### config.mk
export PLATFORM = sky130hd
export DESIGN_NAME = stc_core
export DESIGN_NICKNAME = d
export VERILOG_FILES = /design/src/pkg/stc_pkg.sv /design/src/rtl/stc_core.sv /design/src/rtl/stc_sync.sv
export VERILOG_INCLUDE_DIRS = /design/src /design/src/pkg
export SDC_FILE = /design/constraint.sdc
export NUM_CORES = 1
export LEC_CHECK = 0
export BUFFER_PORTS_ARGS = -buffer_cell sky130_fd_sc_hd__buf_2
export CORE_MARGIN = 2
export CORE_UTILIZATION = 59
export DETAILED_ROUTE_END_ITERATION = 10
export MAX_ROUTING_LAYER = met4
export PLACE_DENSITY = 0.86
export SETUP_SLACK_MARGIN = 0.02
export SLEW_MARGIN = 10
export SYNTH_ARGS = -nofsm -noshare
export SYNTH_HDL_FRONTEND = slang
export SYNTH_SLANG_ARGS = --single-unit
### constraint.sdc
create_clock -name mclk -period 8.1 [get_ports mclk]
set_clock_uncertainty 0.05 [all_clocks]
set_input_delay 1.62 -clock mclk [delete_from_list [all_inputs] [get_ports mclk]]
set_output_delay 1.62 -clock mclk [all_outputs]
set_load 0.01 [all_outputs]
### src/pkg/stc_params.svh
/*
 * Timing counts, reset values and command codes for the thermo sensor core.
 * Assumes a 40 MHz mclk; included by bare name.
 */
`ifndef STC_PARAMS_SVH
`define STC_PARAMS_SVH

`define STC_CLK_MHZ          40
`define STC_CONV_MAX_MS      750
`define STC_COMMIT_MS        10
`define STC_CONV_CYCLES      (`STC_CONV_MAX_MS * 1000 * `STC_CLK_MHZ)
`define STC_COMMIT_CYCLES    (`STC_COMMIT_MS * 1000 * `STC_CLK_MHZ)
`define STC_CMD_CONVERT      8'h44
`define STC_CMD_COMMIT       8'h48
`define STC_CMD_RECALL       8'hb8
`define STC_CMD_WRITE_PAD    8'h4e
`define STC_TEMP_RESET       16'h0550
`define STC_RES_12           2'h3
`define STC_CFG_RES_LSB      5
`define STC_CFG_RESET        8'h7f
`define STC_UPPER_RESET      8'h7f
`define STC_LOWER_RESET      8'h80

`endif

### src/pkg/stc_pkg.sv
/*
 * Types shared by the thermo sensor core.
 * Assumes stc_params.svh for the numeric constants.
 */
package stc_pkg;

    typedef enum logic [3:0] {
        STC_IDLE   = 4'b0001,
        STC_CONV   = 4'b0010,
        STC_COMMIT = 4'b0100,
        STC_RECALL = 4'b1000
    } stc_state_e;

    typedef struct packed {
        logic [7:0] upper;
        logic [7:0] lower;
        logic [7:0] cfg;
    } stc_limits_s;

    typedef struct packed {
        logic [15:0] temp;
        logic        alarm;
    } stc_result_s;

endpackage

### src/rtl/stc_core.sv
/*
 * Function-command core of a parasite-powered single-line thermo sensor:
 * conversion sequencing, resolution masking, alarm compare, nonvolatile
 * limit storage, alarm-search participation and the bus line pin driver.
 * Assumes a slot-level front end that decodes command bytes into cmd_valid
 * and cmd_code, and an analog sensor that presents a 12-bit-plus-sign raw
 * sample on sensor_raw. Bit-slot timing and CRC are handled elsewhere.
 */
`timescale 1ns/1ps
`default_nettype none
`include "stc_params.svh"

module stc_core #(
    parameter logic [63:0] ROM_CODE      = 64'h0123_4567_89ab_cd01,
    // ROM_CODE value is arbitrary
    parameter int          CONV_CYCLES   = `STC_CONV_CYCLES,
    parameter int          COMMIT_CYCLES = `STC_COMMIT_CYCLES
) (
    input  wire logic         mclk,
    input  wire logic         rst_n,
    input  wire logic         cmd_valid,
    input  wire logic [7:0]   cmd_code,
    input  wire logic         pad_wr,
    input  wire logic [23:0]  pad_data,
    input  wire logic         srch_alarm,
    input  wire logic [15:0]  sensor_raw,
    input  wire logic         line_in,
    input  wire logic         tx_low,
    output logic              line_out,
    output logic              line_oe,
    output logic [15:0]       temp_out,
    output logic              alarm_out,
    output logic              busy_out,
    output logic              srch_join,
    output logic [63:0]       rom_code_out,
    output logic [23:0]       limits_out
);

    // ------------------------------------------------------------------
    // Pin input sampling
    // ------------------------------------------------------------------
    logic line_sync;

    stc_sync #(.WIDTH(1)) u_sync (
        .mclk  (mclk),
        .rst_n (rst_n),
        .din   (line_in),
        .dout  (line_sync)
    );

    // ------------------------------------------------------------------
    // State and storage
    // ------------------------------------------------------------------
    stc_pkg::stc_state_e  state_reg, state_next;
    stc_pkg::stc_limits_s pad_reg;
    stc_pkg::stc_limits_s nv_reg;
    stc_pkg::stc_result_s res_reg;
    logic [31:0]          timer_reg;
    logic                 nv_loaded_reg;

    wire logic is_conv_cmd   = cmd_valid && cmd_code == `STC_CMD_CONVERT;
    wire logic is_commit_cmd = cmd_valid && cmd_code == `STC_CMD_COMMIT;
    wire logic is_recall_cmd = cmd_valid && cmd_code == `STC_CMD_RECALL;
    wire logic idle          = state_reg == stc_pkg::STC_IDLE;
    wire logic timer_done    = timer_reg == 32'h0000_0001;

    // ------------------------------------------------------------------
    // Resolution masking and alarm compare
    // ------------------------------------------------------------------
    wire logic [1:0] res_sel =
        pad_reg.cfg[`STC_CFG_RES_LSB +: 2];
    wire logic [15:0] res_mask =
        16'hfff8 | (16'h0007 << (`STC_RES_12 - res_sel));
    wire logic [15:0] conv_val = sensor_raw & res_mask;
    wire logic [7:0]  whole    = conv_val[11:4];
    wire logic hi_hit = $signed(whole) >= $signed(pad_reg.upper);
    wire logic lo_hit = $signed(whole) <= $signed(pad_reg.lower);

    // Shorter resolutions finish early; the 12-bit time is the ceiling
    wire logic [31:0] conv_len =
        32'(CONV_CYCLES) >> (`STC_RES_12 - res_sel);

    // ------------------------------------------------------------------
    // Sequencer
    // ------------------------------------------------------------------
    always_comb begin
        state_next = state_reg;
        unique case (state_reg)
            stc_pkg::STC_IDLE: begin
                if (is_conv_cmd) begin
                    state_next = stc_pkg::STC_CONV;
                end else if (is_commit_cmd) begin
                    state_next = stc_pkg::STC_COMMIT;
                end else if (is_recall_cmd) begin
                    state_next = stc_pkg::STC_RECALL;
                end
            end
            stc_pkg::STC_CONV: begin
                if (timer_done) begin
                    state_next = stc_pkg::STC_IDLE;
                end
            end
            stc_pkg::STC_COMMIT: begin
                if (timer_done) begin
                    state_next = stc_pkg::STC_IDLE;
                end
            end
            stc_pkg::STC_RECALL: begin
                state_next = stc_pkg::STC_IDLE;
            end
        endcase
    end

    always_ff @(posedge mclk or negedge rst_n) begin
        if (!rst_n) begin
            state_reg <= stc_pkg::STC_IDLE;
            timer_reg <= 32'h0;
        end else begin
            state_reg <= state_next;
            if (idle && is_conv_cmd) begin
                timer_reg <= conv_len;
            end else if (idle && is_commit_cmd) begin
                timer_reg <= 32'(COMMIT_CYCLES);
            end else if (timer_reg != 32'h0) begin
                timer_reg <= timer_reg - 32'h1;
            end
        end
    end

    // ------------------------------------------------------------------
    // Scratchpad, nonvolatile copy and result
    // ------------------------------------------------------------------
    // Nonvolatile copy is loaded into the scratchpad once after reset and
    // again in STC_RECALL, modelling the power-up reload of retained limits.
    always_ff @(posedge mclk or negedge rst_n) begin
        if (!rst_n) begin
            pad_reg       <= '{`STC_UPPER_RESET, `STC_LOWER_RESET,
                               `STC_CFG_RESET};
            nv_loaded_reg <= 1'b0;
        end else if (!nv_loaded_reg ||
                     state_reg == stc_pkg::STC_RECALL) begin
            pad_reg       <= nv_reg;
            nv_loaded_reg <= 1'b1;
        end else if (pad_wr && idle) begin
            pad_reg       <= pad_data;
        end
    end

    // Stands for the retained store: reset loads the factory contents,
    // and only a finished commit writes it
    always_ff @(posedge mclk or negedge rst_n) begin
        if (!rst_n) begin
            nv_reg <= '{`STC_UPPER_RESET, `STC_LOWER_RESET, `STC_CFG_RESET};
        end else if (state_reg == stc_pkg::STC_COMMIT && timer_done) begin
            nv_reg <= pad_reg;
        end
    end

    always_ff @(posedge mclk or negedge rst_n) begin
        if (!rst_n) begin
            res_reg <= '{`STC_TEMP_RESET, 1'b0};
        end else if (state_reg == stc_pkg::STC_CONV && timer_done) begin
            res_reg.temp  <= conv_val;
            res_reg.alarm <= hi_hit || lo_hit;
        end
    end

    // ------------------------------------------------------------------
    // Outputs and line driver
    // ------------------------------------------------------------------
    // Open drain: only ever drive low, never high; the pullup does the rest
    always_ff @(posedge mclk or negedge rst_n) begin
        if (!rst_n) begin
            line_out     <= 1'b0;
            line_oe      <= 1'b0;
            temp_out     <= `STC_TEMP_RESET;
            alarm_out    <= 1'b0;
            busy_out     <= 1'b0;
            srch_join    <= 1'b0;
            rom_code_out <= 64'h0;
            limits_out   <= 24'h0;
        end else begin
            line_out     <= 1'b0;
            line_oe      <= tx_low && idle && line_sync;
            temp_out     <= res_reg.temp;
            alarm_out    <= res_reg.alarm;
            busy_out     <= !idle || state_next != stc_pkg::STC_IDLE;
            srch_join    <= !srch_alarm || res_reg.alarm;
            rom_code_out <= ROM_CODE;
            limits_out   <= nv_reg;
        end
    end

endmodule

`default_nettype wire

### src/rtl/stc_sync.sv
/*
 * Two-stage synchroniser for pin-level inputs.
 * Assumes the input is asynchronous to mclk.
 */
`timescale 1ns/1ps
`default_nettype none

module stc_sync #(
    parameter int WIDTH = 1
) (
    input  wire logic             mclk,
    input  wire logic             rst_n,
    input  wire logic [WIDTH-1:0] din,
    output var  logic [WIDTH-1:0] dout
);

    logic [WIDTH-1:0] meta_reg;

    // First stage is read by the second stage only
    always_ff @(posedge mclk or negedge rst_n) begin
        if (!rst_n) begin
            meta_reg <= '0;
            dout     <= '0;
        end else begin
            meta_reg <= din;
            dout     <= meta_reg;
        end
    end

endmodule

`default_nettype wire

==> reports/metrics.yaml, run 1 <==
detailed_routing:
  wl_per_cell_um: 17.8
  drt-vias-per-instance: 5.94
  dr.first_iter.drc_count: 472
  first_pass_iters: 6
  dr_total_vias: 5391
  drt_wl_total_mm: 16.1
  drc: 0
  ant_nets: 0
timing:
  tns_ns: 0
  period_share: 0.444
  rsz0062_at_grt: "no"
  tightestPinTransition_ns: 1.23
  max_slew_margin: 0.173
  maxSlewViolCount: 0
  setup_violations: 0
  finalHoldViolations: 0
  hold_slack_ns: 0.302
  fmax_mhz: 278
  fin_crit_ns: 3.59
grt:
  grt_max_degree: 87
  grt_pass1_vias: 5278
  top_usage_layer: "met2"
  grt_overflow: 0
  grt_usage: 0.260
  met3_usage: 0.0635
  use_met1: 0.327
  antenna_found_initial: 0
  grt_pass1_wl_mm: 25.8
  use_met2: 0.405
placement:
  hpwlAfterDp_mm: 11.0
  portBuffers: 124
  placed_cells: 875
  globalplace.congestion: 0.946
min_path:
  min_path_cells: 0
  min-delay-path-class: "flip-flop to flip-flop"
final_layout:
  largest_reg_flops: 32
  multiInputGateArea_sq_um: 2900
  drive_gt1_frac: 0.308
  layout.nets: 826
  area_delta_synth_final_pct: 14.5
  final_cell_mix: "123 x buf_2, 110 x dfrtp_1, 54 x a21oi_1"
  instances_no_fill: 907
  ff_latch_area_sq_um: 3780
  layout_commonest_cell: "buf_2"
  antenna_cells: 0
  nFillCells: 828
pwr:
  p_sw_frac: 0.239
  clock_power_share: 0.462
  ir_drop_mv: 0.180
  p_sw_uw: 433
  seqPwrFrac: 0.451
  power.share.combinational: 0.087
  p_per_area_nw_per_um2: 220
  power_leakage_uw: 0.00394
  power.internal_uw: 1380
worst_setup_path:
  r2r_slack_ns: 4.51
  required_ns: 8.36
  arrival_ns: 3.85
  start_kind: "flip-flop"
  end_kind: "flip-flop"
  cp_max_fo: 17
  critPathKind: "flip-flop to flip-flop"
  ff2ff_path_depth: 6
clocking:
  cts_tree: "built"
  root_buffer: "clkbuf_16"
  htreeDepth: 4
  numCtsBuffers: 17
  cts_buffer_depth: 2
  clk_pin_slew_worst_paths_ns: 0.06
  clock_sinks: 149
  insertion_delay_ns: 0.42
  cts_hold_buf: 0
  post_cts_resized: 0
  cts_setup_buffers: 0
die:
  die_w_um: 114
  start_util: 0.601
  rows: 40
  die_h_um: 114
  fp.dieArea_sq_um: 13100
  io_pins: 164
  core-area_sq_um: 12000
synth:
  yosysTopAreaCell: "dfrtp_1"
  ys_types: 56
  synth_seq_cells: 149
  synth_warnings: 0
  synth_top_flop_cell: "dfrtp_1"
  synth_edf_count: 0
  syn_inst: 651
  async_flop_share: 1.00
  yosysSeqAreaShare: 0.526
  synthTopCellsByArea: "dfrtp_1 38%, dfstp_2 14%, buf_4 6.7%, ha_1 4.2%, mux2_2 3.9%"
  syn_area_sq_um: 7190
  syn_avg_cell_area_sq_um: 11.0
  synth_top_area_share: 0.383
status:
  status: "completed"
flow_run:
  cap_violations: 0
[cells by family (layout without fill, tap and decap cells)]
kind of cell    count (synthesis)  count (layout)  share of synthesized area
other cells                     2              41                    0.00104
compound gates                118             118                      0.101
xor+xnor                        8               8                    0.00975
buf+inv                       112             182                     0.0942
flops                         149             149                      0.526
simple gates                  177             177                      0.136
mux                            61              61                     0.0912
fa+ha+maj                      24              24                     0.0418
[synth_stat cells (3+ instances only)]
master      n
dfrtp_1   110
buf_4      64
a21oi_1    54
nor2_1     53
dfstp_2    39
mux2_2     25
mux2i_1    25
ha_1       24
inv_1      22
nand2_1    16
o21ai_0    16
clkbuf_1   15
nor3_1     13
nand3_1    12
mux2_1     11
nor4_1     11
nand4_1    10
nand2b_1    9
or3_1       9
or4_1       9
o41ai_1     8
a21o_1      7
buf_2       7
nor4b_1     7
o31a_1      5
xor2_1      5
nor2b_1     4
o211ai_1    4
o21a_1      4
o31ai_1     4
or2_2       4
a31oi_1     3
and2_1      3
buf_1       3
o311ai_0    3
xnor2_1     3
[worst paths after layout]
path,from,endpoint
worst max-delay path,timer_reg[12],timer_reg[21]
worst min-delay path,u_sync.meta_reg,u_sync.dout
worst max register to register,timer_reg[12],timer_reg[21]
worst min register to register,u_sync.meta_reg,u_sync.dout
max in group asynchronous,rst_n,nv_reg[10]
min in group asynchronous,rst_n,temp_out[13]
[metrics by stage]
stage               power, uW  setup slack (ns)  cell area, sq um   util
CTS                      1820              4.62              8230  0.688
finish                   1810              4.51              8230  0.688
detailed placement        982              4.38              7600  0.635
floorplan                 935              5.00              7330      -
global route             1870              4.44              8230  0.688
global placement          969              4.53              7600  0.635
[routing by layer]
layer,routed length (um),share of wire
met4,499,0.031
met1,6560,0.41
met3,1280,0.079
met2,7780,0.48
met5,0,0
[area by class of cell]
cell class | count | share of cell area
clock buffers | 20 | 0.0555
multi-input cells | 429 | 0.352
well taps | 147 | 0.0223
repair buffers | 128 | 0.0798
inverters | 22 | 0.0100
clock inverters | 12 | 0.0213
flip-flops and latches | 149 | 0.459
[critical path, cell delays in order (launching register included)]
cell     delay [ns]
dfrtp_1        0.42
or4_1          0.65
or4b_4         0.69
nor4_1         1.07
buf_4          0.32
o41ai_1        0.09
a21o_1         0.19
[power groups by stage]
stage	clock network, uW	logic, uW	registers [uW]
finish	838	158	816
global route	876	176	821
CTS	844	157	815
detailed placement	0	154	828
global placement	0	145	824
floorplan	0	116	819
No activity file was read; power rests on OpenSTA's default activity.
==> inputs of run 2 (changes only) <==
- CORE_UTILIZATION: 59 -> 49
- PLACE_DENSITY: 0.86 -> 0.76
- clock period: 8.1 -> 3 ns (I/O delays scaled with it)
==> run 2 against run 1 <==
Against the previous run: die area rose by 20%; total power rose to 2.6 times the previous value; register-to-register slack got worse by 4.4 ns; sequential share of layout area is 0.73 points lower; clock power increased by 140%; via count shrank 2.8%; critical path type unchanged; critical endpoint is now res_reg[0].
==> reports/metrics.yaml, run 2 (same netlist as run 1, synthesis figures left out) <==
status:
  status: "completed"
worst_setup_path:
  critPathKind: "flip-flop to flip-flop"
  start_kind: "flip-flop"
  required_ns: 3.26
  cp_max_fo: 9
  arrival_ns: 3.14
  end_kind: "flip-flop"
  ff2ff_path_depth: 7
die:
  core-area_sq_um: 14400
  rows: 44
  io_pins: 164
  start_util: 0.498
  die_h_um: 125
  fp.dieArea_sq_um: 15700
  die_w_um: 125
final_layout:
  instances_no_fill: 962
  ff_latch_area_sq_um: 3780
  area_delta_synth_final_pct: 16.4
  largest_reg_flops: 32
  final_cell_mix: "123 x buf_2, 110 x dfrtp_1, 54 x a21oi_1"
  nFillCells: 1188
  drive_gt1_frac: 0.323
  multiInputGateArea_sq_um: 2900
  layout_commonest_cell: "buf_2"
  layout.nets: 844
  final_util: 0.580
  antenna_cells: 0
flow_run:
  cap_violations: 0
timing:
  period_share: 0.960
  max_slew_margin: 0.518
  finalHoldViolations: 0
  tightestPinTransition_ns: 0.720
  fmax_mhz: 347
  fin_crit_ns: 2.88
  rsz0062_at_grt: "no"
  setup_violations: 0
  tns_ns: 0
  maxSlewViolCount: 0
  setup_ws_ns: 0.119
detailed_routing:
  dr.first_iter.drc_count: 314
  wl_per_cell_um: 16.2
  ant_nets: 0
  drt-vias-per-instance: 5.45
  first_pass_iters: 4
  drt_wl_total_mm: 15.6
  drc: 0
  dr_total_vias: 5239
clocking:
  cts_tree: "built"
  root_buffer: "clkbuf_16"
  htreeDepth: 4
  cts_buffer_depth: 2
  clock_sinks: 149
  insertion_delay_ns: 0.42
  numCtsBuffers: 17
  clk_pin_slew_worst_paths_ns: 0.06
grt:
  grt_overflow: 0
  grt_usage: 0.210
  grt_max_degree: 69
  grt_pass1_vias: 5176
  antenna_found_initial: 0
  grt_pass1_wl_mm: 25.5
placement:
  portBuffers: 124
  dp_worst_setup_slack_ns: 0.137
  hpwlAfterDp_mm: 11.1
  globalplace.congestion: 0.901
  placed_cells: 930
pwr:
  ir_drop_mv: 0.399
  p_per_area_nw_per_um2: 554
  total_power_uw: 4630
  power_leakage_uw: 0.00400
min_path:
  min-delay-path-class: "input pin to asynchronous set/reset pin"
## run 2: worst paths after layout
kind | startpoint | endpoint | slack [ns]
max | timer_reg[12] | res_reg[0] | 0.12
min | rst_n | temp_out[2] | 0.08
max in group asynchronous | rst_n | nv_reg[21] | 2.02
min reg2reg | u_sync.meta_reg | u_sync.dout | 0.30
min in group mclk | line_in | u_sync.meta_reg | 0.24
max reg2reg | timer_reg[12] | res_reg[0] | 0.12
## run 2: final cells by class
class / count / area share
well taps: 184 / 0.0275
inverters: 22 / 0.00987
clock inverters: 11 / 0.0123
repair buffers: 146 / 0.0977
clock buffers: 21 / 0.0539
multi-input cells: 429 / 0.347
flip-flops and latches: 149 / 0.452
## run 2: where the power goes
part | total [uW] | switching (uW) | leakage [uW] | internal, uW
sequential | 2200 | 85.9 | 0.00175 | 2120
combinational | 435 | 257 | 0.00198 | 178
clock | 1990 | 829 | 0.000264 | 1160
total | 4630 | 1170 | 0.00400 | 3460
## run 2: worst max-delay path, cell delays in order, from the launching register on
cell     delay (ns)
dfrtp_1        0.41
or4_1          0.59
or4b_4         0.61
buf_4          0.20
nor4_1         0.39
buf_4          0.21
nand4_1        0.07
o31a_1         0.24
## run 2: timing repair
action | CTS | global route
gates resized for setup | 0 | 1
endpoints found under the setup margin | 0 | 1
hold buffers | 0 | 0
setup buffers | 0 | 0
## run 2: per-stage QoR
stage                     hold WS (ns)  instance area (sq um)
final                           0.0832                   8360
after global routing             0.111                   8360
after detailed placement         0.286                   7800
after floorplan                  0.254                   7330
after CTS                       0.0924                   8360
after global placement           0.290                   7800
## run 2: layer usage
metal	global-route usage	wire, um
met5	-	0
met2	0.335	7660
met1	0.258	6530
met4	0.0837	340
met3	0.0543	1070
==> inputs of run 3 (changes only) <==
- PLACE_DENSITY: 0.76 -> 0.85
==> run 3 against run 2 <==
Against the previous run: core utilization grew 0.59 points; critical path type unchanged; clock-buffer cell count down 2; cell area grew 1.0%; non-clock buffer count is 1 higher; via count rose by 0.84%; largest power group is now the clock network; flip-flop and latch count did not move; combinational power shrank 3%; die area is the same; routed wire length up 0.58%; register-to-register slack gained 0.04 ns.
==> reports/metrics.yaml, run 3 (same netlist as run 1, synthesis figures left out) <==
grt:
  grt_overflow: 0
  grt_pass1_vias: 5083
  grt_usage: 0.210
  grt_max_degree: 54
  grt_pass1_wl_mm: 25.5
  antenna_found_initial: 0
timing:
  fmax_mhz: 351
  rsz0062_at_grt: "no"
  period_share: 0.948
  setup_violations: 0
  tns_ns: 0
  tightestPinTransition_ns: 0.711
  fin_crit_ns: 2.85
  setup_ws_ns: 0.155
  maxSlewViolCount: 0
  finalHoldViolations: 0
  max_slew_margin: 0.525
final_layout:
  final_cell_mix: "123 x buf_2, 110 x dfrtp_1, 54 x a21oi_1"
  instances_no_fill: 963
  layout_commonest_cell: "buf_2"
  final_area_sq_um: 8450
  area_delta_synth_final_pct: 17.5
  drive_gt1_frac: 0.326
  layout.nets: 845
  largest_reg_flops: 32
  antenna_cells: 0
detailed_routing:
  first_pass_iters: 5
  wl_per_cell_um: 16.3
  ant_nets: 0
  drc: 0
  drt_wl_total_mm: 15.7
  drt-vias-per-instance: 5.49
  dr.first_iter.drc_count: 377
  dr_total_vias: 5283
die:
  core-area_sq_um: 14400
  fp.dieArea_sq_um: 15700
  die_h_um: 125
  die_w_um: 125
  rows: 44
  io_pins: 164
  start_util: 0.498
clocking:
  clk_pin_slew_worst_paths_ns: 0.06
  htreeDepth: 4
  insertion_delay_ns: 0.42
  root_buffer: "clkbuf_16"
  cts_tree: "built"
  cts_hold_buf: 0
  cts_buffer_depth: 2
  clock_sinks: 149
  numCtsBuffers: 17
  cts_setup_buffers: 0
  post_cts_resized: 0
flow_run:
  cap_violations: 0
worst_setup_path:
  required_ns: 3.24
  cp_max_fo: 21
  end_kind: "flip-flop"
  arrival_ns: 3.09
  start_kind: "flip-flop"
  critPathKind: "flip-flop to flip-flop"
placement:
  placed_cells: 931
  globalplace.congestion: 0.911
  hpwlAfterDp_mm: 10.9
  dpl_cell_area_sq_um: 7830
  portBuffers: 124
  dp_worst_setup_slack_ns: 0.179
pwr:
  power_leakage_uw: 0.00403
  p_per_area_nw_per_um2: 573
  ir_drop_mv: 0.477
min_path:
  min-delay-path-class: "input pin to asynchronous set/reset pin"
status:
  status: "completed"
-- run 3: changes by cell type in the layout (fill, tap and decap cells not counted) --
cell / delta
buf_12: +1
bufinv_16: +2
clkbuf_1: -3
clkbuf_8: +1
clkinv_2: -3
clkinv_4: +1
clkinvlp_4: +2
nor4_1: +1
nor4_2: -1
-- run 3: final timing paths --
kind | from | endpoint | slack (ns) | depth (start not counted)
hold reg to reg | u_sync.meta_reg | u_sync.dout | 0.32 | 0
setup / recovery | timer_reg[7] | res_reg[14] | 0.15 | 4
max in group asynchronous | rst_n | nv_reg[3] | 2.06 | 2
min in group mclk | line_in | u_sync.meta_reg | 0.23 | 1
hold / removal | rst_n | rom_code_out[0] | 0.08 | 1
setup reg to reg | timer_reg[7] | res_reg[14] | 0.15 | 4
-- run 3: worst max-delay path: stages (launching register included) --
cell,delay (ns)
dfrtp_1,0.46
or4_1,0.58
or4b_4,0.55
or4_4,0.71
mux2_1,0.37
-- run 3: routing by layer --
| layer | routed length [um] | GRT usage | up-vias |
|---|---|---|---|
| li1 | - | - | 2450 |
| met1 | 6660 | 0.266 | 2614 |
| met2 | 7800 | 0.332 | 184 |
| met3 | 829 | 0.0419 | 35 |
| met4 | 410 | 0.0882 | 0 |
| met5 | 0 | - | - |
-- run 3: power breakdown --
group,total [uW],switching [uW],internal [uW]
Clock,2210,853,1360
Sequential,2200,87.0,2120
Combinational,421,247,175
Total,4840,1190,3650
-- run 3: through the flow --
stage / hold slack, ns / utilization / total power [uW]
CTS: 0.0930 / 0.586 / 4870
finish: 0.0817 / 0.586 / 4840
floorplan: 0.254 / - / 2520
global placement: 0.283 / 0.543 / 2640
global route: 0.102 / 0.586 / 5030
detailed placement: 0.303 / 0.543 / 2660
-- run 3: area by class of cell --
class                           instances  area [sq um]
Timing Repair Buffer                  147           837
Multi-Input combinational cell        429          2900
Clock buffer                           19           453
Inverter                               22          82.6
Clock inverter                         13           171
Sequential cell                       149          3780
Tap cell                              184           230
Fill cell                            1192          5970
